===== config.mk =====
export PLATFORM = sky130hd
export DESIGN_NAME = err_irq_ctrl
export DESIGN_NICKNAME = d
export VERILOG_FILES = /design/src/hdl/err_irq_ctrl.v
export VERILOG_INCLUDE_DIRS = /design/src /design/src/hdl
export SDC_FILE = /design/constraint.sdc
export NUM_CORES = 1
export LEC_CHECK = 0
export BUFFER_PORTS_ARGS = -buffer_cell sky130_fd_sc_hd__buf_2
export CELL_PAD_IN_SITES_DETAIL_PLACEMENT = 1
export CELL_PAD_IN_SITES_GLOBAL_PLACEMENT = 1
export CORE_MARGIN = 3
export CORE_UTILIZATION = 43
export DETAILED_ROUTE_END_ITERATION = 16
export GPL_TIMING_DRIVEN = 0
export PLACE_DENSITY_LB_ADDON = 0.1
export SYNTH_ARGS = -nofsm -noshare
export SYNTH_HDL_FRONTEND = slang
export SYNTH_SLANG_ARGS = --single-unit

===== constraint.sdc =====
create_clock -name REF_CLK -period 8.22 [get_ports REF_CLK]
set_clock_uncertainty 0.05 [all_clocks]
set_input_delay 0.822 -clock REF_CLK [delete_from_list [all_inputs] [get_ports REF_CLK]]
set_output_delay 0.822 -clock REF_CLK [all_outputs]
set_load 0.01 [all_outputs]

===== src/hdl/err_irq_defs.vh =====
// Constants for the error capture and interrupt enable block
`ifndef ERR_IRQ_DEFS_VH
`define ERR_IRQ_DEFS_VH

// Register offsets (byte addresses)
`define OFS_IRQ_STATUS     8'h00
`define OFS_IRQ_ENABLE     8'h04
`define OFS_ERR_HDR0       8'h08
`define OFS_ERR_HDR1       8'h0c
`define OFS_ERR_HDR2       8'h10
`define OFS_ERR_HDR3       8'h14
`define OFS_ERR_FLAGS      8'h18
`define OFS_ERR_ENABLE     8'h1c

// Reset values
`define RST_IRQ_ENABLE     32'h0000_0000
`define RST_ERR_HDR        32'h0000_0000
`define RST_ERR_FLAGS      32'h0000_0000
`define RST_ERR_ENABLE     32'h0000_0000

// Implemented bits and write-one-to-clear status bits
`define ENABLE_MASK        32'h07ff_ffff
`define ERR_MASK           32'h0001_1133
`define STATUS_W1C_MASK    32'h0700_f03f

// Error source bit positions
`define ERR_CA_DETECTED    16
`define ERR_UNEXP_CPL      12
`define ERR_CPL_TIMEOUT    8
`define ERR_RX_CA_CPL      5
`define ERR_RX_UR_CPL      4
`define ERR_TX_CA_CPL      1
`define ERR_TX_UR_CPL      0

// Interrupt field positions
`define IRQ_MSG_RX         5
`define IRQ_SYS_ERR        0

`endif


===== src/hdl/err_irq_ctrl.v =====
// Interrupt enable gating, error header capture and error flag logic
//
// Contract
// RULE1 - Enable bits 20:18 gate extended VC transmit posted, nonposted, completion full.
// RULE2 - Bit 17 enables extended VC receive error interrupt, resets zero.
// RULE3 - Bit 16 enables VC zero receive error interrupt, resets zero.
// RULE4 - Bits 15:12 enable transaction, link, MAC, power management interrupts.
// RULE5 - Bits 11:9 enable VC zero receive full interrupts.
// RULE6 - Bits 8:6 enable VC zero transmit full interrupts.
// RULE7 - Message interrupt gated by its enable and by per-message enable.
// RULE8 - Bits 4:0 enable power-down, correctable, nonfatal, fatal, system error.
// RULE9 - Request reaches interrupt controller only when its enable is set.
// RULE10 - Packet error captures four header doublewords into four registers.
// RULE11 - Header registers read-only, zero after reset until a capture.
// RULE12 - Completer abort detected sets sticky flag, cleared by writing one.
// RULE13 - Unexpected completion sets sticky write-one-to-clear flag.
// RULE14 - Completion timeout sets sticky write-one-to-clear flag.
// RULE15 - Received abort and unsupported completions set flags bits 5 and 4.
// RULE16 - Transmitted abort and unsupported completions set flags bits 1 and 0.
// RULE17 - Reserved bits in error flags and enables read zero.
// RULE18 - Per-flag enable at same position raises system error; enables reset zero.
// RULE19 - Received abort and unsupported enables act independently.
// RULE20 - System error status bit 0 is write-one-to-clear, set by enabled errors.
// RULE21 - Interrupt output is OR of status AND enable, one clock latency.
`timescale 1ns/10ps

`include "err_irq_defs.vh"

module err_irq_ctrl #(
  parameter DATA_W = 32,
  parameter ADDR_W = 8
) (
  input  wire              REF_CLK,
  input  wire              RST_N,
  input  wire              REG_SEL,
  input  wire              REG_WR,
  input  wire [ADDR_W-1:0] REG_ADDR,
  input  wire [DATA_W-1:0] REG_WDATA,
  output reg  [DATA_W-1:0] REG_RDATA,
  input  wire [DATA_W-1:0] SRC_EVENTS,
  input  wire              MSG_TYPE_EN,
  input  wire              PKT_ERR,
  input  wire [DATA_W-1:0] PKT_HDR_DW0,
  input  wire [DATA_W-1:0] PKT_HDR_DW1,
  input  wire [DATA_W-1:0] PKT_HDR_DW2,
  input  wire [DATA_W-1:0] PKT_HDR_DW3,
  input  wire [6:0]        ERR_EVENTS,
  output reg               IRQ_REQ,
  output reg               SYS_ERR_IRQ
);

  // ----------------------------------------------------------------
  // Reset synchroniser
  // ----------------------------------------------------------------
  reg rst_s1_r;
  reg rst_s2_r;

  always @(posedge REF_CLK or negedge RST_N) begin
    if (!RST_N) begin
      rst_s1_r <= 1'b0;
      rst_s2_r <= 1'b0;
    end else begin
      rst_s1_r <= 1'b1;
      rst_s2_r <= rst_s1_r;
    end
  end

  wire rst_n = rst_s2_r;

  // ----------------------------------------------------------------
  // Register state
  // ----------------------------------------------------------------
  reg  [DATA_W-1:0] irq_enable_r;
  reg  [DATA_W-1:0] irq_status_r;
  reg  [DATA_W-1:0] err_flags_r;
  reg  [DATA_W-1:0] err_enable_r;
  reg  [DATA_W-1:0] hdr_r [0:3];
  reg  [DATA_W-1:0] irq_status_nxt;
  reg  [DATA_W-1:0] err_flags_nxt;
  reg  [DATA_W-1:0] err_set;
  reg  [DATA_W-1:0] rdata_nxt;
  wire [DATA_W-1:0] hdr_in [0:3];
  wire              wr_en;
  wire              sys_err_set;
  wire              irq_nxt;

  assign wr_en     = REG_SEL & REG_WR;
  assign hdr_in[0] = PKT_HDR_DW0;
  assign hdr_in[1] = PKT_HDR_DW1;
  assign hdr_in[2] = PKT_HDR_DW2;
  assign hdr_in[3] = PKT_HDR_DW3;

  // ----------------------------------------------------------------
  // Enable register
  // ----------------------------------------------------------------
  always @(posedge REF_CLK or negedge rst_n) begin
    if (!rst_n) begin
      irq_enable_r <= `RST_IRQ_ENABLE;                       // [RULE2] [RULE3] [RULE4]
    end else if (wr_en && REG_ADDR == `OFS_IRQ_ENABLE) begin
      irq_enable_r <= REG_WDATA & `ENABLE_MASK;             // [RULE1] [RULE5] [RULE6] [RULE8]
    end
  end

  // ----------------------------------------------------------------
  // Error flags and enables
  // ----------------------------------------------------------------
  always @* begin
    err_set                     = {DATA_W{1'b0}};
    err_set[`ERR_CA_DETECTED]   = ERR_EVENTS[6];            // [RULE12]
    err_set[`ERR_UNEXP_CPL]     = ERR_EVENTS[5];            // [RULE13]
    err_set[`ERR_CPL_TIMEOUT]   = ERR_EVENTS[4];            // [RULE14]
    err_set[`ERR_RX_CA_CPL]     = ERR_EVENTS[3];            // [RULE15]
    err_set[`ERR_RX_UR_CPL]     = ERR_EVENTS[2];            // [RULE15]
    err_set[`ERR_TX_CA_CPL]     = ERR_EVENTS[1];            // [RULE16]
    err_set[`ERR_TX_UR_CPL]     = ERR_EVENTS[0];            // [RULE16]
    err_flags_nxt = err_flags_r;
    if (wr_en && REG_ADDR == `OFS_ERR_FLAGS) begin
      err_flags_nxt = err_flags_nxt & ~REG_WDATA;
    end
    // Set wins over a simultaneous clear
    err_flags_nxt = (err_flags_nxt | err_set) & `ERR_MASK;   // [RULE17]
  end

  // Only a new event raises system error, per same-position enable
  assign sys_err_set = |(err_set & err_enable_r);            // [RULE18] [RULE19]

  always @(posedge REF_CLK or negedge rst_n) begin
    if (!rst_n) begin
      err_flags_r  <= `RST_ERR_FLAGS;
      err_enable_r <= `RST_ERR_ENABLE;                       // [RULE18]
    end else begin
      err_flags_r <= err_flags_nxt;
      if (wr_en && REG_ADDR == `OFS_ERR_ENABLE) begin
        err_enable_r <= REG_WDATA & `ERR_MASK;               // [RULE17]
      end
    end
  end

  // ----------------------------------------------------------------
  // Interrupt status
  // ----------------------------------------------------------------
  always @* begin
    irq_status_nxt = irq_status_r;
    if (wr_en && REG_ADDR == `OFS_IRQ_STATUS) begin
      irq_status_nxt = irq_status_nxt & ~(REG_WDATA & `STATUS_W1C_MASK);
    end
    // Sticky sources set over a clear; level sources follow inputs
    irq_status_nxt = (irq_status_nxt & `STATUS_W1C_MASK) | (SRC_EVENTS & `STATUS_W1C_MASK)
                     | (SRC_EVENTS & ~`STATUS_W1C_MASK & `ENABLE_MASK);
    irq_status_nxt[`IRQ_MSG_RX] = irq_status_nxt[`IRQ_MSG_RX] & ~(SRC_EVENTS[`IRQ_MSG_RX] & ~MSG_TYPE_EN)
                                  | (irq_status_r[`IRQ_MSG_RX] & ~(wr_en && REG_ADDR == `OFS_IRQ_STATUS
                                  && REG_WDATA[`IRQ_MSG_RX]));  // [RULE7]
    irq_status_nxt[`IRQ_SYS_ERR] = irq_status_nxt[`IRQ_SYS_ERR] | sys_err_set;  // [RULE20]
  end

  always @(posedge REF_CLK or negedge rst_n) begin
    if (!rst_n) begin
      irq_status_r <= {DATA_W{1'b0}};
    end else begin
      irq_status_r <= irq_status_nxt;
    end
  end

  // ----------------------------------------------------------------
  // Error header capture
  // ----------------------------------------------------------------
  genvar gi;
  generate
    for (gi = 0; gi < 4; gi = gi + 1) begin : g_hdr
      always @(posedge REF_CLK or negedge rst_n) begin
        if (!rst_n) begin
          hdr_r[gi] <= `RST_ERR_HDR;                         // [RULE11]
        end else if (PKT_ERR) begin
          hdr_r[gi] <= hdr_in[gi];                           // [RULE10]
        end
      end
    end
  endgenerate

  // ----------------------------------------------------------------
  // Interrupt outputs
  // ----------------------------------------------------------------
  assign irq_nxt = |(irq_status_nxt & irq_enable_r);         // [RULE9] [RULE21]

  always @(posedge REF_CLK or negedge rst_n) begin
    if (!rst_n) begin
      IRQ_REQ     <= 1'b0;
      SYS_ERR_IRQ <= 1'b0;
    end else begin
      IRQ_REQ     <= irq_nxt;                                // [RULE21]
      SYS_ERR_IRQ <= irq_status_nxt[`IRQ_SYS_ERR] & irq_enable_r[`IRQ_SYS_ERR];  // [RULE8]
    end
  end

  // ----------------------------------------------------------------
  // Read path
  // ----------------------------------------------------------------
  always @* begin
    case (REG_ADDR)
      `OFS_IRQ_STATUS: rdata_nxt = irq_status_r;
      `OFS_IRQ_ENABLE: rdata_nxt = irq_enable_r;
      `OFS_ERR_HDR0:   rdata_nxt = hdr_r[0];
      `OFS_ERR_HDR1:   rdata_nxt = hdr_r[1];
      `OFS_ERR_HDR2:   rdata_nxt = hdr_r[2];
      `OFS_ERR_HDR3:   rdata_nxt = hdr_r[3];
      `OFS_ERR_FLAGS:  rdata_nxt = err_flags_r;              // [RULE17]
      `OFS_ERR_ENABLE: rdata_nxt = err_enable_r;
      default:         rdata_nxt = {DATA_W{1'b0}};
    endcase
  end

  always @(posedge REF_CLK or negedge rst_n) begin
    if (!rst_n) begin
      REG_RDATA <= {DATA_W{1'b0}};
    end else if (REG_SEL && !REG_WR) begin
      REG_RDATA <= rdata_nxt;
    end
  end

endmodule // err_irq_ctrl


**After elaboration in Yosys (flattened, before gate mapping)**

Index checks and enable logic that the tools add are counted.

- Word-level logic and storage cells: 52
- Bits in registers: 232
- Input port bits: 213

- Reduce and logical (&&, ||, !) cells: 10
- Multiplexer cells: 3
- Eq/ne operators: 7
- Bitwise operators: 19

Operator list:

| operator | count |
|---|---|
| case mux 32 bit (8 select lines) | 1 |
| OR reduction 32 bit | 2 |
| bitwise AND 27 bit | 2 |
| bitwise AND 17 bit | 2 |
| == test 8 x 5 -> 1 bit, second input constant | 4 |
| two-way mux 27 bit | 1 |
| NOT 27 bit | 1 |
| bitwise OR 27 x 24 -> 27 bit | 1 |
| bitwise OR 27 bit | 1 |
| two-way mux 17 bit | 1 |
| NOT 17 bit | 1 |
| bitwise OR 17 bit | 1 |
| == test 8 x 4 -> 1 bit, second input constant | 2 |
| == test 8 x 3 -> 1 bit, second input constant | 1 |
| logical NOT 8 bit | 1 |
| logical AND 1 bit | 6 |
| bitwise AND 1 bit | 5 |
| NOT 1 bit | 3 |
| bitwise OR 1 bit | 2 |
| logical NOT 1 bit | 1 |

**Longest topological paths before layout**

Gate-level depths: netlist (run 1).

- Depth after elaboration: 9
- Depth in mapped cells: 9

**Worst setup path after synthesis (run 1)**

Ideal clock, no wire load.

- Path kind: input-to-reg
- Start point: input REG_ADDR[3]
- End point: register IRQ_REQ
- Arrival time: 2429 ps
- Data required time: 8034 ps
- Cell stages on the path: 7
- Buffers on the path: 2
- Slack: 5606 ps
- Cells stage by stage: buf_4 or4_1 buf_6 nor4_1 o32ai_1 a2111oi_1 nand3_1

- Cells in the longest elaborated chain, start to end: 9
- Elaborated cells on any way between the ends: 13

Ends and longest elaborated chain:

| element | line | RTL |
|---|---|---|
| start, declared | err_irq_ctrl.v:37 | `input wire [ADDR_W-1:0] REG_ADDR,` |
| logical NOT 8 bit (no source line) (*) | n/a |  |
| logical AND 1 bit (no source line) (*) | n/a |  |
| two-way mux 27 bit | err_irq_ctrl.v:144 | `` if (wr_en && REG_ADDR == `OFS_IRQ_STATUS) begin `` |
| bitwise OR 27 bit | err_irq_ctrl.v:148 | `` irq_status_nxt = (irq_status_nxt & `STATUS_W1C_MASK) \| (SRC_EVENTS & `STATUS_W1C_MASK) `` |
| bitwise OR 27 x 24 -> 27 bit | err_irq_ctrl.v:148 |  |
| bitwise AND 1 bit | err_irq_ctrl.v:150 | `` irq_status_nxt[`IRQ_MSG_RX] = irq_status_nxt[`IRQ_MSG_RX] & ~(SRC_EVENTS[`IRQ_MSG_RX] & ~MSG_TYPE_EN) `` |
| bitwise OR 1 bit | err_irq_ctrl.v:150 |  |
| bitwise AND 27 bit (*) | err_irq_ctrl.v:183 | `assign irq_nxt = \|(irq_status_nxt & irq_enable_r);` |
| OR reduction 32 bit (*) | err_irq_ctrl.v:183 |  |
| via irq_nxt | err_irq_ctrl.v:85 | `wire irq_nxt;` |
| end signal, assigned | err_irq_ctrl.v:190 | `IRQ_REQ <= irq_nxt;` |
| end, declared | err_irq_ctrl.v:48 | `output reg IRQ_REQ,` |

The timed path passes the listed nets; every way through them passes the cells marked *.
A chain may end at the register's enable or synchronous reset.

**Worst setup path after layout (run 1)**

- Start point: input REG_ADDR[3]
- End point: register REG_RDATA[26]

- Cells in the longest elaborated chain, start to end: 2
- Elaborated cells on any way between the ends: 9

Ends and longest elaborated chain:

| element | line | RTL |
|---|---|---|
| == test 8 x 5 -> 1 bit (tied with other cells) | err_irq_ctrl.v:199 | `case (REG_ADDR)` |
| case mux 32 bit (8 select lines) (*) | err_irq_ctrl.v:199 |  |
| end signal, assigned | err_irq_ctrl.v:214 | `REG_RDATA <= {DATA_W{1'b0}};` |
| end signal, assigned | err_irq_ctrl.v:216 | `REG_RDATA <= rdata_nxt;` |
| end, declared | err_irq_ctrl.v:39 | `output reg [DATA_W-1:0] REG_RDATA,` |

Every way passes the cells marked *; elsewhere a longest branch is shown, timed or not.

==> impl_results.md, run 1 <==
- DRC Markers: 0
- Final Setup Violations: 0
- Fin crit period: 2.83 ns
- Area grow syn2layout: 25.4%
- Initial DRT Pass Iterations: 6
- Htree depth: 1
- Fin. Hold Viols: 0
- Clk sinks: 232
- Worst vdd rail ir drop: 0.158 mV
- Clock Tree Buf Depth: 3
- Vias per std cell: 5.87
- Critical Path Fanout Max: 10
- Mapped Area: 9970 um2
- IO buf count: 232
- Post-detail-place hpwl: 24.9 mm
- Synth area leaders: dfrtp_1 (58%), mux2_2 (14%), a222oi_1 (4.1%)
- Commonest non-fill, non-tap cell in the layout: buf_2
- Synth Flop Type: dfrtp_1
- Number of cells in the finished layout apart from fillers: 1319
- Routed vias: 7740
- Worst hold margin: 0.309 ns
- Chip Height: 158 um
- Core area: 22700 um2
- Aggregate routed wire length: 34.9 mm
- Nets@finish: 1223
- Routed WL per cell: 26.5 um
- CP Capture Type: flip-flop
- Commonest cells after routing, fill and taps aside: buf_2 (247), dfrtp_1 (231), mux2_2 (128), a222oi_1 (41), a21o_1 (40)
- Post-Synthesis Cells: 745
- Required @ worst endpoint: 8.55 ns
- Count of cell types in the netlist: 53
- Yosys top cell by area: dfrtp_1
- Post-route design area: 12500 um2
- RSZ-0062 raised after global routing: no
- Hold Path Class: flip-flop to flip-flop
- Pleak: 0.00583 uW
- Total CTS buffers: 27
- Clock Pin Slew Worst Setup and Hold Paths: 0.06 ns
- Tcrit/Tclk final: 34.5%
- Placed cell area: 11600 um2
- Largest net degree at the start of global routing: 68
- Gpl congestion: 0.851
- Yosys warning count: 0
- Design Power: 2710 uW
- Syn_area_per_cell: 13.4 um2
- Initial antenna violation count: 6
- Share of layout cells above drive strength 1: 43.0%
- Pwr dens: 217 nW/um2
- Cell row count: 55
- Met3 GRT Util: 5.00%
- Final slew viol count: 0
- Worst Max-Slew Pin Slew: 1.07 ns
- Post-synthesis sequential area ratio: 58.2%
- Post-synth top area share: 58.2%
- Vias in the first global route: 8320
- Worst EP arrival: 3.16 ns
- I/O pins: 247
- Die Wd: 158 um
- Starting density of the core: 43.9%
- Grt total ovfl: 0
- Die area: 25000 um2
- # placed instances: 1265
- Syn_nets: 958
- CTS tree: built
- Worst setup SP type: input pin
- Global-route wire length before repair: 51.4 mm
- GRT busiest layer: met2
- Clock tree root buffer cell: clkbuf_16
- Fmax: 353 MHz
- Max-Cap Viols: 0
- Met1 Usage GRT: 38.1%
- WS Path Type: input pin to flip-flop
- Clock latency on the worst-skew pair: 0.54 ns
- GRT Overall Usage: 27.9%
- Normalized max-slew margin: 28.9%
- Met2 Use GR: 46.6%
- Initial drt markers: 586
- Final ANT Viol Nets: 0
- Post-synth ARST share: 100%
- Run status: completed
- EDFF count, synth: 0
- Seq cells post-synth: 232
[cells in the mapped netlist (10+ instances only)]
cell,instances
clkbuf_1,27
buf_2,15
a21oi_1,30
dfrtp_1,232
o21ai_0,16
a222oi_1,41
mux2i_1,15
a21o_1,40
mux2_1,32
mux2_2,128
nand2_1,36
a22o_1,10
[worst paths after layout]
| check | from | to | slack [ns] | cells after the start |
|---|---|---|---|---|
| worst max-delay path | REG_ADDR[3] | REG_RDATA[26] | 5.39 | 7 |
| worst min-delay path | rst_s1_r | rst_n | 0.31 | 0 |
| worst max register to register | err_enable_r[1] | IRQ_REQ | 6.16 | 5 |
| worst min register to register | rst_s1_r | rst_n | 0.31 | 0 |
| max in group asynchronous | rst_n | REG_RDATA[29] | 6.82 | 1 |
| min in group asynchronous | rst_n | irq_status_r[7] | 0.41 | 0 |
[worst max-delay path, cell delays in order]
cell,delay (ns)
buf_4,0.15
clkbuf_1,0.56
clkbuf_1,0.72
mux2i_1,0.35
o32ai_1,0.19
a221oi_1,0.26
o21ai_1,0.10
[stage by stage]
stage,setup TNS (ns),util [%],setup WS [ns]
global route,0,55.0,5.28
floorplan,0,-,1.23
global placement,-398.27,50.6,-1.75
finish,0,55.1,5.39
detailed placement,0,51.0,4.87
CTS,0,55.0,5.46
[sequential cells by signal, indices dropped and copies added (netlist names), 7 cells and up]
| register | cells |
|---|---|
| REG_RDATA | 32 |
| err_enable_r | 7 |
| err_flags_r | 7 |
| irq_status_r | 27 |
| hdr_r | 128 |
| irq_enable_r | 27 |
[routing by layer]
layer / vias up / wire length, um
li1: 3388 / -
met1: 4011 / 14700
met2: 279 / 16900
met3: 54 / 2460
met4: 8 / 754
met5: - / 48
[report_power, final]
part           total, uW  internal [uW]  switching (uW)
combinational        226            115             111
clock               1220            738             487
sequential          1260           1210            48.1
[logic make-up after synthesis]
kind of cell | after synthesis | synth area share, %
other cells | 1 | 0.0376
simple gates | 94 | 5.27
buf+inv | 58 | 2.79
mux | 176 | 19.8
compound gates | 184 | 13.8
flops | 232 | 58.2
[layout make-up]
cell class	count	area (um2)
Antenna cell	3	7.51
Fill cell	2413	10200
Inverter	5	18.8
Tap cell	285	357
Sequential cell	232	5810
Timing Repair Buffer	236	1250
Multi-Input combinational cell	455	3880
Clock buffer	39	801
Clock inverter	11	113
Buffer	53	259
[what timing repair did]
action / in CTS / in global routing
resized for setup: 0 / 0
setup buffers: 0 / 0
hold buffers: 1 / 0
endpoints found under the hold margin: 2 / 0
setup endpoints to repair: 0 / 0
Power figures use the tool's default switching activity.
==> inputs of run 2 (changes only) <==
--- a/config.mk
+++ b/config.mk
@@ -6,11 +6,12 @@
 export SDC_FILE = /design/constraint.sdc
 export NUM_CORES = 1
 export LEC_CHECK = 0
+export ABC_AREA = 1
 export BUFFER_PORTS_ARGS = -buffer_cell sky130_fd_sc_hd__buf_2
 export CELL_PAD_IN_SITES_DETAIL_PLACEMENT = 1
 export CELL_PAD_IN_SITES_GLOBAL_PLACEMENT = 1
 export CORE_MARGIN = 3
-export CORE_UTILIZATION = 43
+export CORE_UTILIZATION = 36
 export DETAILED_ROUTE_END_ITERATION = 16
 export GPL_TIMING_DRIVEN = 0
 export PLACE_DENSITY_LB_ADDON = 0.1
==> constraint.sdc (replaced) <==
create_clock -name REF_CLK -period 2.3 [get_ports REF_CLK]
set_clock_uncertainty 0.05 [all_clocks]
set_input_delay 0.23 -clock REF_CLK [delete_from_list [all_inputs] [get_ports REF_CLK]]
set_output_delay 0.23 -clock REF_CLK [all_outputs]
set_load 0.01 [all_outputs]
==> impl_results.md, run 2 <==
- Run status: finished with violations (was completed)
- Failing checks: hold timing
- Clock latency on the worst-skew pair: 0.53 ns (was 0.54 ns)
- Syn_nets: 1340 (was 958)
- Clk sinks: 232 (unchanged)
- Fillers: 3179 (was 2413)
- Worst setup SP type: input pin (unchanged)
- Worst hold margin: -0.00627 ns (was 0.309 ns)
- Largest registers: hdr_r (128), REG_RDATA (32) (unchanged)
- Post-synthesis sequential area ratio: 57.1% (was 58.2%)
- Routed vias: 9834 (was 7740)
- Final Setup Violations: 0 (unchanged)
- Max-Cap Viols: 0 (unchanged)
- Initial drt markers: 680 (was 586)
- Cell row count: 60 (was 55)
- Synth area leaders: dfrtp_1 (57%), nand2_1 (12%), mux2_2 (6.8%) (was dfrtp_1 (58%), mux2_2 (14%), a222oi_1 (4.1%))
- Yosys warning count: 0 (unchanged)
- Most frequent CP cell: dlygate4sd3_1 (was clkbuf_1)
- Initial antenna violation count: 2 (was 6)
- Aggregate routed wire length: 42.4 mm (was 34.9 mm)
- Met1 Usage GRT: 37.0% (was 38.1%)
- Placed cell area: 11900 um2 (was 11600 um2)
- DRC Markers: 0 (unchanged)
- Post-synth top area share: 57.1% (was 58.2%)
- Pwr dens: 655 nW/um2 (was 217 nW/um2)
- WS Path Type: input pin to flip-flop (unchanged)
- GRT busiest layer: met2 (unchanged)
- Seq cells post-synth: 232 (unchanged)
- Post-synth ARST share: 100% (unchanged)
- Final slew viol count: 0 (unchanged)
- Grt total ovfl: 0 (unchanged)
- Met3 GRT Util: 4.02% (was 5.00%)
- Starting density of the core: 37.2% (was 43.9%)
- Clock Pin Slew Worst Setup and Hold Paths: 0.06 ns (about the same)
- Hold path endpoint: REG_RDATA[31] (was rst_n)
- Mapped Area: 10200 um2 (was 9970 um2)
- Routed WL per cell: 21.4 um (was 26.5 um)
- Core area: 27300 um2 (was 22700 um2)
- CP Capture Type: flip-flop (unchanged)
- Vias in the first global route: 10709 (was 8320)
- Worst EP arrival: 2.46 ns (was 3.16 ns)
- Share of layout cells above drive strength 1: 24.1% (was 43.0%)
- Commonest cells after routing, fill and taps aside: nand2_1 (338), buf_2 (257), dfrtp_1 (231), dlygate4sd3_1 (202), inv_1 (130) (was buf_2 (247), dfrtp_1 (231), mux2_2 (128), a222oi_1 (41), a21o_1 (40))
- Tcrit/Tclk final: 91.4%
- GRT Overall Usage: 27.8% (was 27.9%)
- Top delay family on crit path: buffers and inverters (unchanged)
- Total CTS buffers: 27 (unchanged)
- Syn_area_per_cell: 9.02 um2 (was 13.4 um2)
- Fin crit period: 2.10 ns
- Worst hold start: REG_ADDR[5] (was rst_s1_r)
- IO buf count: 235 (was 232)
- Clock Tree Buf Depth: 3 (unchanged)
- Worst r2r src: err_enable_r[8] (was err_enable_r[1])
- Chip Height: 174 um (was 158 um)
- Final ANT Viol Nets: 0 (unchanged)
- I/O pins: 247 (unchanged)
- Critical Path Fanout Max: 10 (unchanged)
- Multi-input gate area: 3610 um2 (was 3880 um2)
- R2R Path End: IRQ_REQ (unchanged)
- Post-detail-place hpwl: 28.4 mm (was 24.9 mm)
- Normalized max-slew margin: 44.8% (was 28.9%)
- Pleak: 0.00750 uW (was 0.00583 uW)
- Delay of the slowest cell on the worst path: 0.55 ns (was 0.72 ns)
- Crit-path slowest cell: dlygate4sd3_1 (was clkbuf_1)
- CTS tree: built (unchanged)
- Initial DRT Pass Iterations: 4 (was 6)
- Fin. Hold Viols: 2 (was 0)
- Hold Path Class: input pin to flip-flop (was flip-flop to flip-flop)
- Hold depth: 4 (was 0)
- Worst path buffer plus inverter count: 5 (was 3)
- R2R cell count: 8 (was 5)
- Htree depth: 1 (unchanged)
- Area grow syn2layout: 45.3% (was 25.4%)
- Count leader, synth: nand2_1 (was dfrtp_1)
- Final worst slack: 0.197 ns (was 5.39 ns)
- Largest net degree at the start of global routing: 67 (was 68)
- Worst Max-Slew Pin Slew: 0.829 ns (was 1.07 ns)
- Yosys top cell by area: dfrtp_1 (unchanged)
- Post-Synthesis Cells: 1127 (was 745)
- Sequential standard cell area: 5810 um2 (unchanged)
- Die Wd: 174 um (was 158 um)
- Most flop-heavy register: hdr_r (unchanged)
- Pre-CTS WS: -0.199 ns (was 4.87 ns)
- Max FFs per register: 128 (unchanged)
- Fmax: 476 MHz
- Met2 Use GR: 46.9% (was 46.6%)
- Vias per std cell: 4.95 (was 5.87)
- Count of cell types in the netlist: 29 (was 53)
- Post-route design area: 14800 um2 (was 12500 um2)
- Nets@finish: 1809 (was 1223)
- Synth top cells by count: nand2_1 (338), dfrtp_1 (232), inv_1 (130), o21ai_0 (125), a21oi_1 (66) (was dfrtp_1 (232), mux2_2 (128), a222oi_1 (41), a21o_1 (40), nand2_1 (36))
- Synth Flop Type: dfrtp_1 (unchanged)
- RSZ-0062 raised after global routing: no (unchanged)
- Commonest non-fill, non-tap cell in the layout: nand2_1 (was buf_2)
- R2r setup slk: 0.48 ns (was 6.16 ns)
- Worst vdd rail ir drop: 0.473 mV (was 0.158 mV)
- Setup_tns: 0 ns (unchanged)
- Clock tree root buffer cell: clkbuf_16 (unchanged)
- Required @ worst endpoint: 2.66 ns (was 8.55 ns)
- Global-route wire length before repair: 64.1 mm (was 51.4 mm)
- EDFF count, synth: 0 (unchanged)
- Gpl congestion: 0.865 (was 0.851)
- CP Cell Sequence: dlygate4sd3_1, buf_2, nand2_1, inv_1, clkbuf_4, nand3_2, nor2_1, o21bai_1, dlygate4sd3_1 (was buf_4, clkbuf_1, clkbuf_1, mux2i_1, o32ai_1, a221oi_1, o21ai_1)
- Die area: 30300 um2 (was 25000 um2)
-- run 2: cell count changes in the layout (fill, tap and decap cells not counted), sizes merged, moves of 40 or more --
cell / previous run / this run
nand2: 36 / 341
a21o: 40 / 0
o21ai: 25 / 137
inv: 7 / 134
a222oi: 41 / 0
dlygate4sd3: 1 / 202
mux2: 160 / 61
-- run 2: timing repair --
item,in CTS,in global routing
endpoints found under the hold margin,197,0
gates resized for setup,0,3
endpoints found under the setup margin,0,3
setup buffers,0,0
hold buffers,202,0
-- run 2: metrics by stage --
step / utilization [%] / power [uW] / instances
after floorplan: - / 4900 / 1127
after global placement: 43.2 / 5290 / 1734
after detailed placement: 43.5 / 5340 / 1737
after CTS: 54.0 / 9730 / 1987
after global routing: 54.1 / 10100 / 1988
final: 54.1 / 9680 / 1988
-- run 2: logic make-up after synthesis --
| kind of cell | after synthesis | synth area share (%) |
|---|---|---|
| AOI/OAI and AO/OA | 230 | 12.1 |
| muxes | 61 | 6.76 |
| and+or+nand+nor | 417 | 16.5 |
| DFF | 232 | 57.1 |
| other | 1 | 0.0369 |
| buffers and inverters | 186 | 7.52 |
-- run 2: worst max-delay path by stage --
stage                           start               to  slack (ns)  depth (start not counted)
after floorplan                 rst_n          IRQ_REQ       -0.09                          0
after CTS                      REG_WR  err_flags_r[16]        0.06                          9
after detailed placement  REG_ADDR[0]    REG_RDATA[14]       -0.20                         11
after global placement          rst_n        hdr_r[13]       -1.16                          0
after global routing           REG_WR   err_flags_r[8]        0.07                          9
final                          REG_WR  err_flags_r[16]        0.20                          9
-- run 2: where the power goes --
group | total (uW) | internal, uW | switching, uW
Sequential | 4470 | 4330 | 133
Clock | 4130 | 2410 | 1720
Combinational | 1080 | 548 | 532
Total | 9680 | 7290 | 2390
-- run 2: tightest hold or removal path, stage by stage --
cell and delay, ns:
buf_2 0.10, nor3_2 0.08, nand2_1 0.07, nand2_1 0.04
-- run 2: per-layer routing --
| layer | up-vias | wire length, um |
|---|---|---|
| met3 | 86 | 1990 |
| met1 | 4887 | 18500 |
| met4 | 2 | 1440 |
| met2 | 307 | 20500 |
| met5 | - | 13 |
| li1 | 4552 | - |
-- run 2: cell type report --
class / instances / share of cell area [%]
Sequential cell: 232 / 39.3
Tap cell: 372 / 3.15
Buffer: 50 / 1.74
Inverter: 136 / 3.45
Timing Repair Buffer: 440 / 22.2
Clock buffer: 42 / 5.49
Multi-Input combinational cell: 709 / 24.4
Clock inverter: 6 / 0.229
Antenna cell: 1 / 0.0169
==> inputs of run 3 (changes only) <==
--- a/config.mk
+++ b/config.mk
@@ -14,7 +14,8 @@
 export CORE_UTILIZATION = 36
 export DETAILED_ROUTE_END_ITERATION = 16
 export GPL_TIMING_DRIVEN = 0
-export PLACE_DENSITY_LB_ADDON = 0.1
+export PLACE_DENSITY = 0.76
+export SLEW_MARGIN = 20
 export SYNTH_ARGS = -nofsm -noshare
 export SYNTH_HDL_FRONTEND = slang
 export SYNTH_SLANG_ARGS = --single-unit
==> impl_results.md, run 3 (same netlist as run 2, synthesis figures left out) <==
- Run status: completed (was finished with violations)
- Placed cell area: 11900 um2 (about the same)
- Worst hold start: SRC_EVENTS[0] (was REG_ADDR[5])
- Routed WL per cell: 23.6 um (was 21.4 um)
- Largest net degree at the start of global routing: 49 (was 67)
- Die area: 30300 um2 (unchanged)
- WS Path Type: input pin to flip-flop (unchanged)
- Final Setup Violations: 0 (unchanged)
- Final Util: 54.6% (was 54.1%)
- Met2 Use GR: 54.1% (was 46.9%)
- Clock latency on the worst-skew pair: 0.55 ns (was 0.53 ns)
- CP Capture Type: flip-flop (unchanged)
- Commonest non-fill, non-tap cell in the layout: nand2_1 (unchanged)
- Worst Max-Slew Pin Slew: 0.737 ns (was 0.829 ns)
- RSZ-0062 raised after global routing: no (unchanged)
- Met1 Usage GRT: 35.8% (was 37.0%)
- Delay of the slowest cell on the worst path: 0.55 ns (about the same)
- Aggregate routed wire length: 47.2 mm (was 42.4 mm)
- Die Wd: 174 um (unchanged)
- GRT busiest layer: met2 (unchanged)
- Number of cells in the finished layout apart from fillers: 2000 (was 1988)
- Final ANT Viol Nets: 0 (unchanged)
- Worst EP arrival: 2.55 ns (was 2.46 ns)
- Critical path origin: REG_WR (unchanged)
- Core area: 27300 um2 (unchanged)
- Gpl congestion: 0.888 (was 0.865)
- DRC Markers: 0 (unchanged)
- Final slew viol count: 0 (unchanged)
- Htree depth: 1 (unchanged)
- Total CTS buffers: 27 (unchanged)
- Required @ worst endpoint: 2.68 ns (was 2.66 ns)
- Share of layout cells above drive strength 1: 24.4% (was 24.1%)
- Pleak: 0.00757 uW (was 0.00750 uW)
- Area grow syn2layout: 46.8% (was 45.3%)
- Most frequent CP cell: dlygate4sd3_1 (unchanged)
- Post-detail-place hpwl: 28.8 mm (was 28.4 mm)
- Hold depth: 5 (was 4)
- Design Power: 10200 uW (was 9680 uW)
- Clock Tree Buf Depth: 3 (unchanged)
- Most flop-heavy register: hdr_r (unchanged)
- R2R cell count: 8 (unchanged)
- Pwr dens: 685 nW/um2 (was 655 nW/um2)
- Worst vdd rail ir drop: 0.500 mV (was 0.473 mV)
- # placed instances: 1739 (was 1737)
- I/O pins: 247 (unchanged)
- Met3 GRT Util: 4.35% (was 4.02%)
- Initial drt markers: 818 (was 680)
- Fin. Hold Viols: 0 (was 2)
- Critical Path Fanout Max: 10 (unchanged)
- CTS tree: built (unchanged)
- Tcrit/Tclk final: 94.3% (was 91.4%)
- Crit-path slowest cell: dlygate4sd3_1 (unchanged)
- Max-Cap Viols: 0 (unchanged)
- Chip Height: 174 um (unchanged)
- Clock Pin Slew Worst Setup and Hold Paths: 0.06 ns (about the same)
- Setup_tns: 0 ns (unchanged)
- Fmax: 461 MHz (was 476 MHz)
- Setup bufs post-CTS: 0 (unchanged)
- Worst r2r src: err_enable_r[8] (unchanged)
- CP Cell Sequence: dlygate4sd3_1, buf_2, nand2_1, inv_1, clkbuf_4, nand3_1, nor2_1, o21bai_1, dlygate4sd3_1 (was dlygate4sd3_1, buf_2, nand2_1, inv_1, clkbuf_4, nand3_2, nor2_1, o21bai_1, dlygate4sd3_1)
- Vias in the first global route: 11707 (was 10709)
- Cell row count: 60 (unchanged)
- Initial antenna violation count: 8 (was 2)
- Vias per std cell: 5.23 (was 4.95)
- Routed vias: 10453 (was 9834)
- Max FFs per register: 128 (unchanged)
- Worst path buffer plus inverter count: 5 (unchanged)
- Commonest cells after routing, fill and taps aside: nand2_1 (338), buf_2 (257), dfrtp_1 (231), dlygate4sd3_1 (204), inv_1 (130) (was nand2_1 (338), buf_2 (257), dfrtp_1 (231), dlygate4sd3_1 (202), inv_1 (130))
- Nets@finish: 1813 (was 1809)
- Top delay family on crit path: buffers and inverters (unchanged)
- WP depth: 9 (unchanged)
- Grt total ovfl: 0 (unchanged)
- Clk sinks: 232 (unchanged)
- Initial DRT Pass Iterations: 5 (was 4)
- Worst setup SP type: input pin (unchanged)
- Fin crit period: 2.17 ns (was 2.10 ns)
- Hold Path Class: input pin to flip-flop (unchanged)
- Largest registers: hdr_r (128), REG_RDATA (32) (unchanged)
- IO buf count: 235 (unchanged)
- Normalized max-slew margin: 50.9% (was 44.8%)
- GRT Overall Usage: 30.6% (was 27.8%)
- Starting density of the core: 37.2% (unchanged)
- Post-route design area: 14900 um2 (was 14800 um2)
- Global-route wire length before repair: 70.4 mm (was 64.1 mm)
- Clock tree root buffer cell: clkbuf_16 (unchanged)
run 3: changes by cell type in the layout (fill, tap and decap cells not counted), sizes merged, moves of 2 or more:
| cell | before | now |
|---|---|---|
| clkbuf | 62 | 56 |
| diode | 1 | 7 |
| bufinv | 0 | 4 |
| clkinv | 8 | 11 |
| buf | 268 | 270 |
| dlygate4sd3 | 202 | 204 |
run 3: final cells by class:
type,instances,area [um2]
Fill cell,3222,12400
Buffer,50,256
Sequential cell,232,5810
Clock buffer,36,749
Multi-Input combinational cell,709,3600
Antenna cell,7,17.5
Inverter,136,510
Clock inverter,14,174
Timing Repair Buffer,444,3340
Tap cell,372,465
run 3: worst register-to-register path, stage by stage, from the launching register on:
cell and delay, ns:
dfrtp_1 0.40, a21oi_1 0.15, nand3_1 0.09, nor3_1 0.30
nand2_1 0.15, a21oi_1 0.20, nand2_1 0.07, nor2_1 0.10
nand2_1 0.09
run 3: timing repair:
action                                  CTS  global route
hold buffers                            203             1
resized for setup                         0             2
endpoints found under the hold margin   196             1
endpoints found under the setup margin    0             2
run 3: layer usage:
metal | up-vias | routed length [um] | part of all wire [%]
li1 | 4576 | - | -
met1 | 5239 | 18200 | 39
met2 | 458 | 23800 | 50
met3 | 178 | 2380 | 5.0
met4 | 2 | 2760 | 5.8
met5 | - | 4 | 0.0085
run 3: per-stage QoR:
step	setup slack (ns)	hold WS (ns)
after floorplan	-0.0933	-0.116
after global placement	-1.05	-0.0351
after detailed placement	-0.0995	-0.0324
after CTS	0.116	0.00219
after global routing	0.00566	0.0281
final	0.130	0.0489
run 3: where the power goes:
part / total, uW / internal [uW] / switching [uW] / leakage [uW]
clock network: 4600 / 2730 / 1860 / 0.000464
logic: 1150 / 557 / 590 / 0.00436
registers: 4480 / 4330 / 141 / 0.00274
total: 10200 / 7630 / 2590 / 0.00757
run 3: path summary, 6_finish.rpt:
| kind | endpoint | slack [ns] |
|---|---|---|
| worst max-delay path | err_flags_r[16] | 0.13 |
| worst min-delay path | irq_status_r[0] | 0.05 |
| worst max register to register | IRQ_REQ | 0.60 |
| worst min register to register | irq_status_r[12] | 0.18 |
| max in group asynchronous | hdr_r[79] | 0.61 |
| min in group asynchronous | irq_status_r[12] | 0.18 |
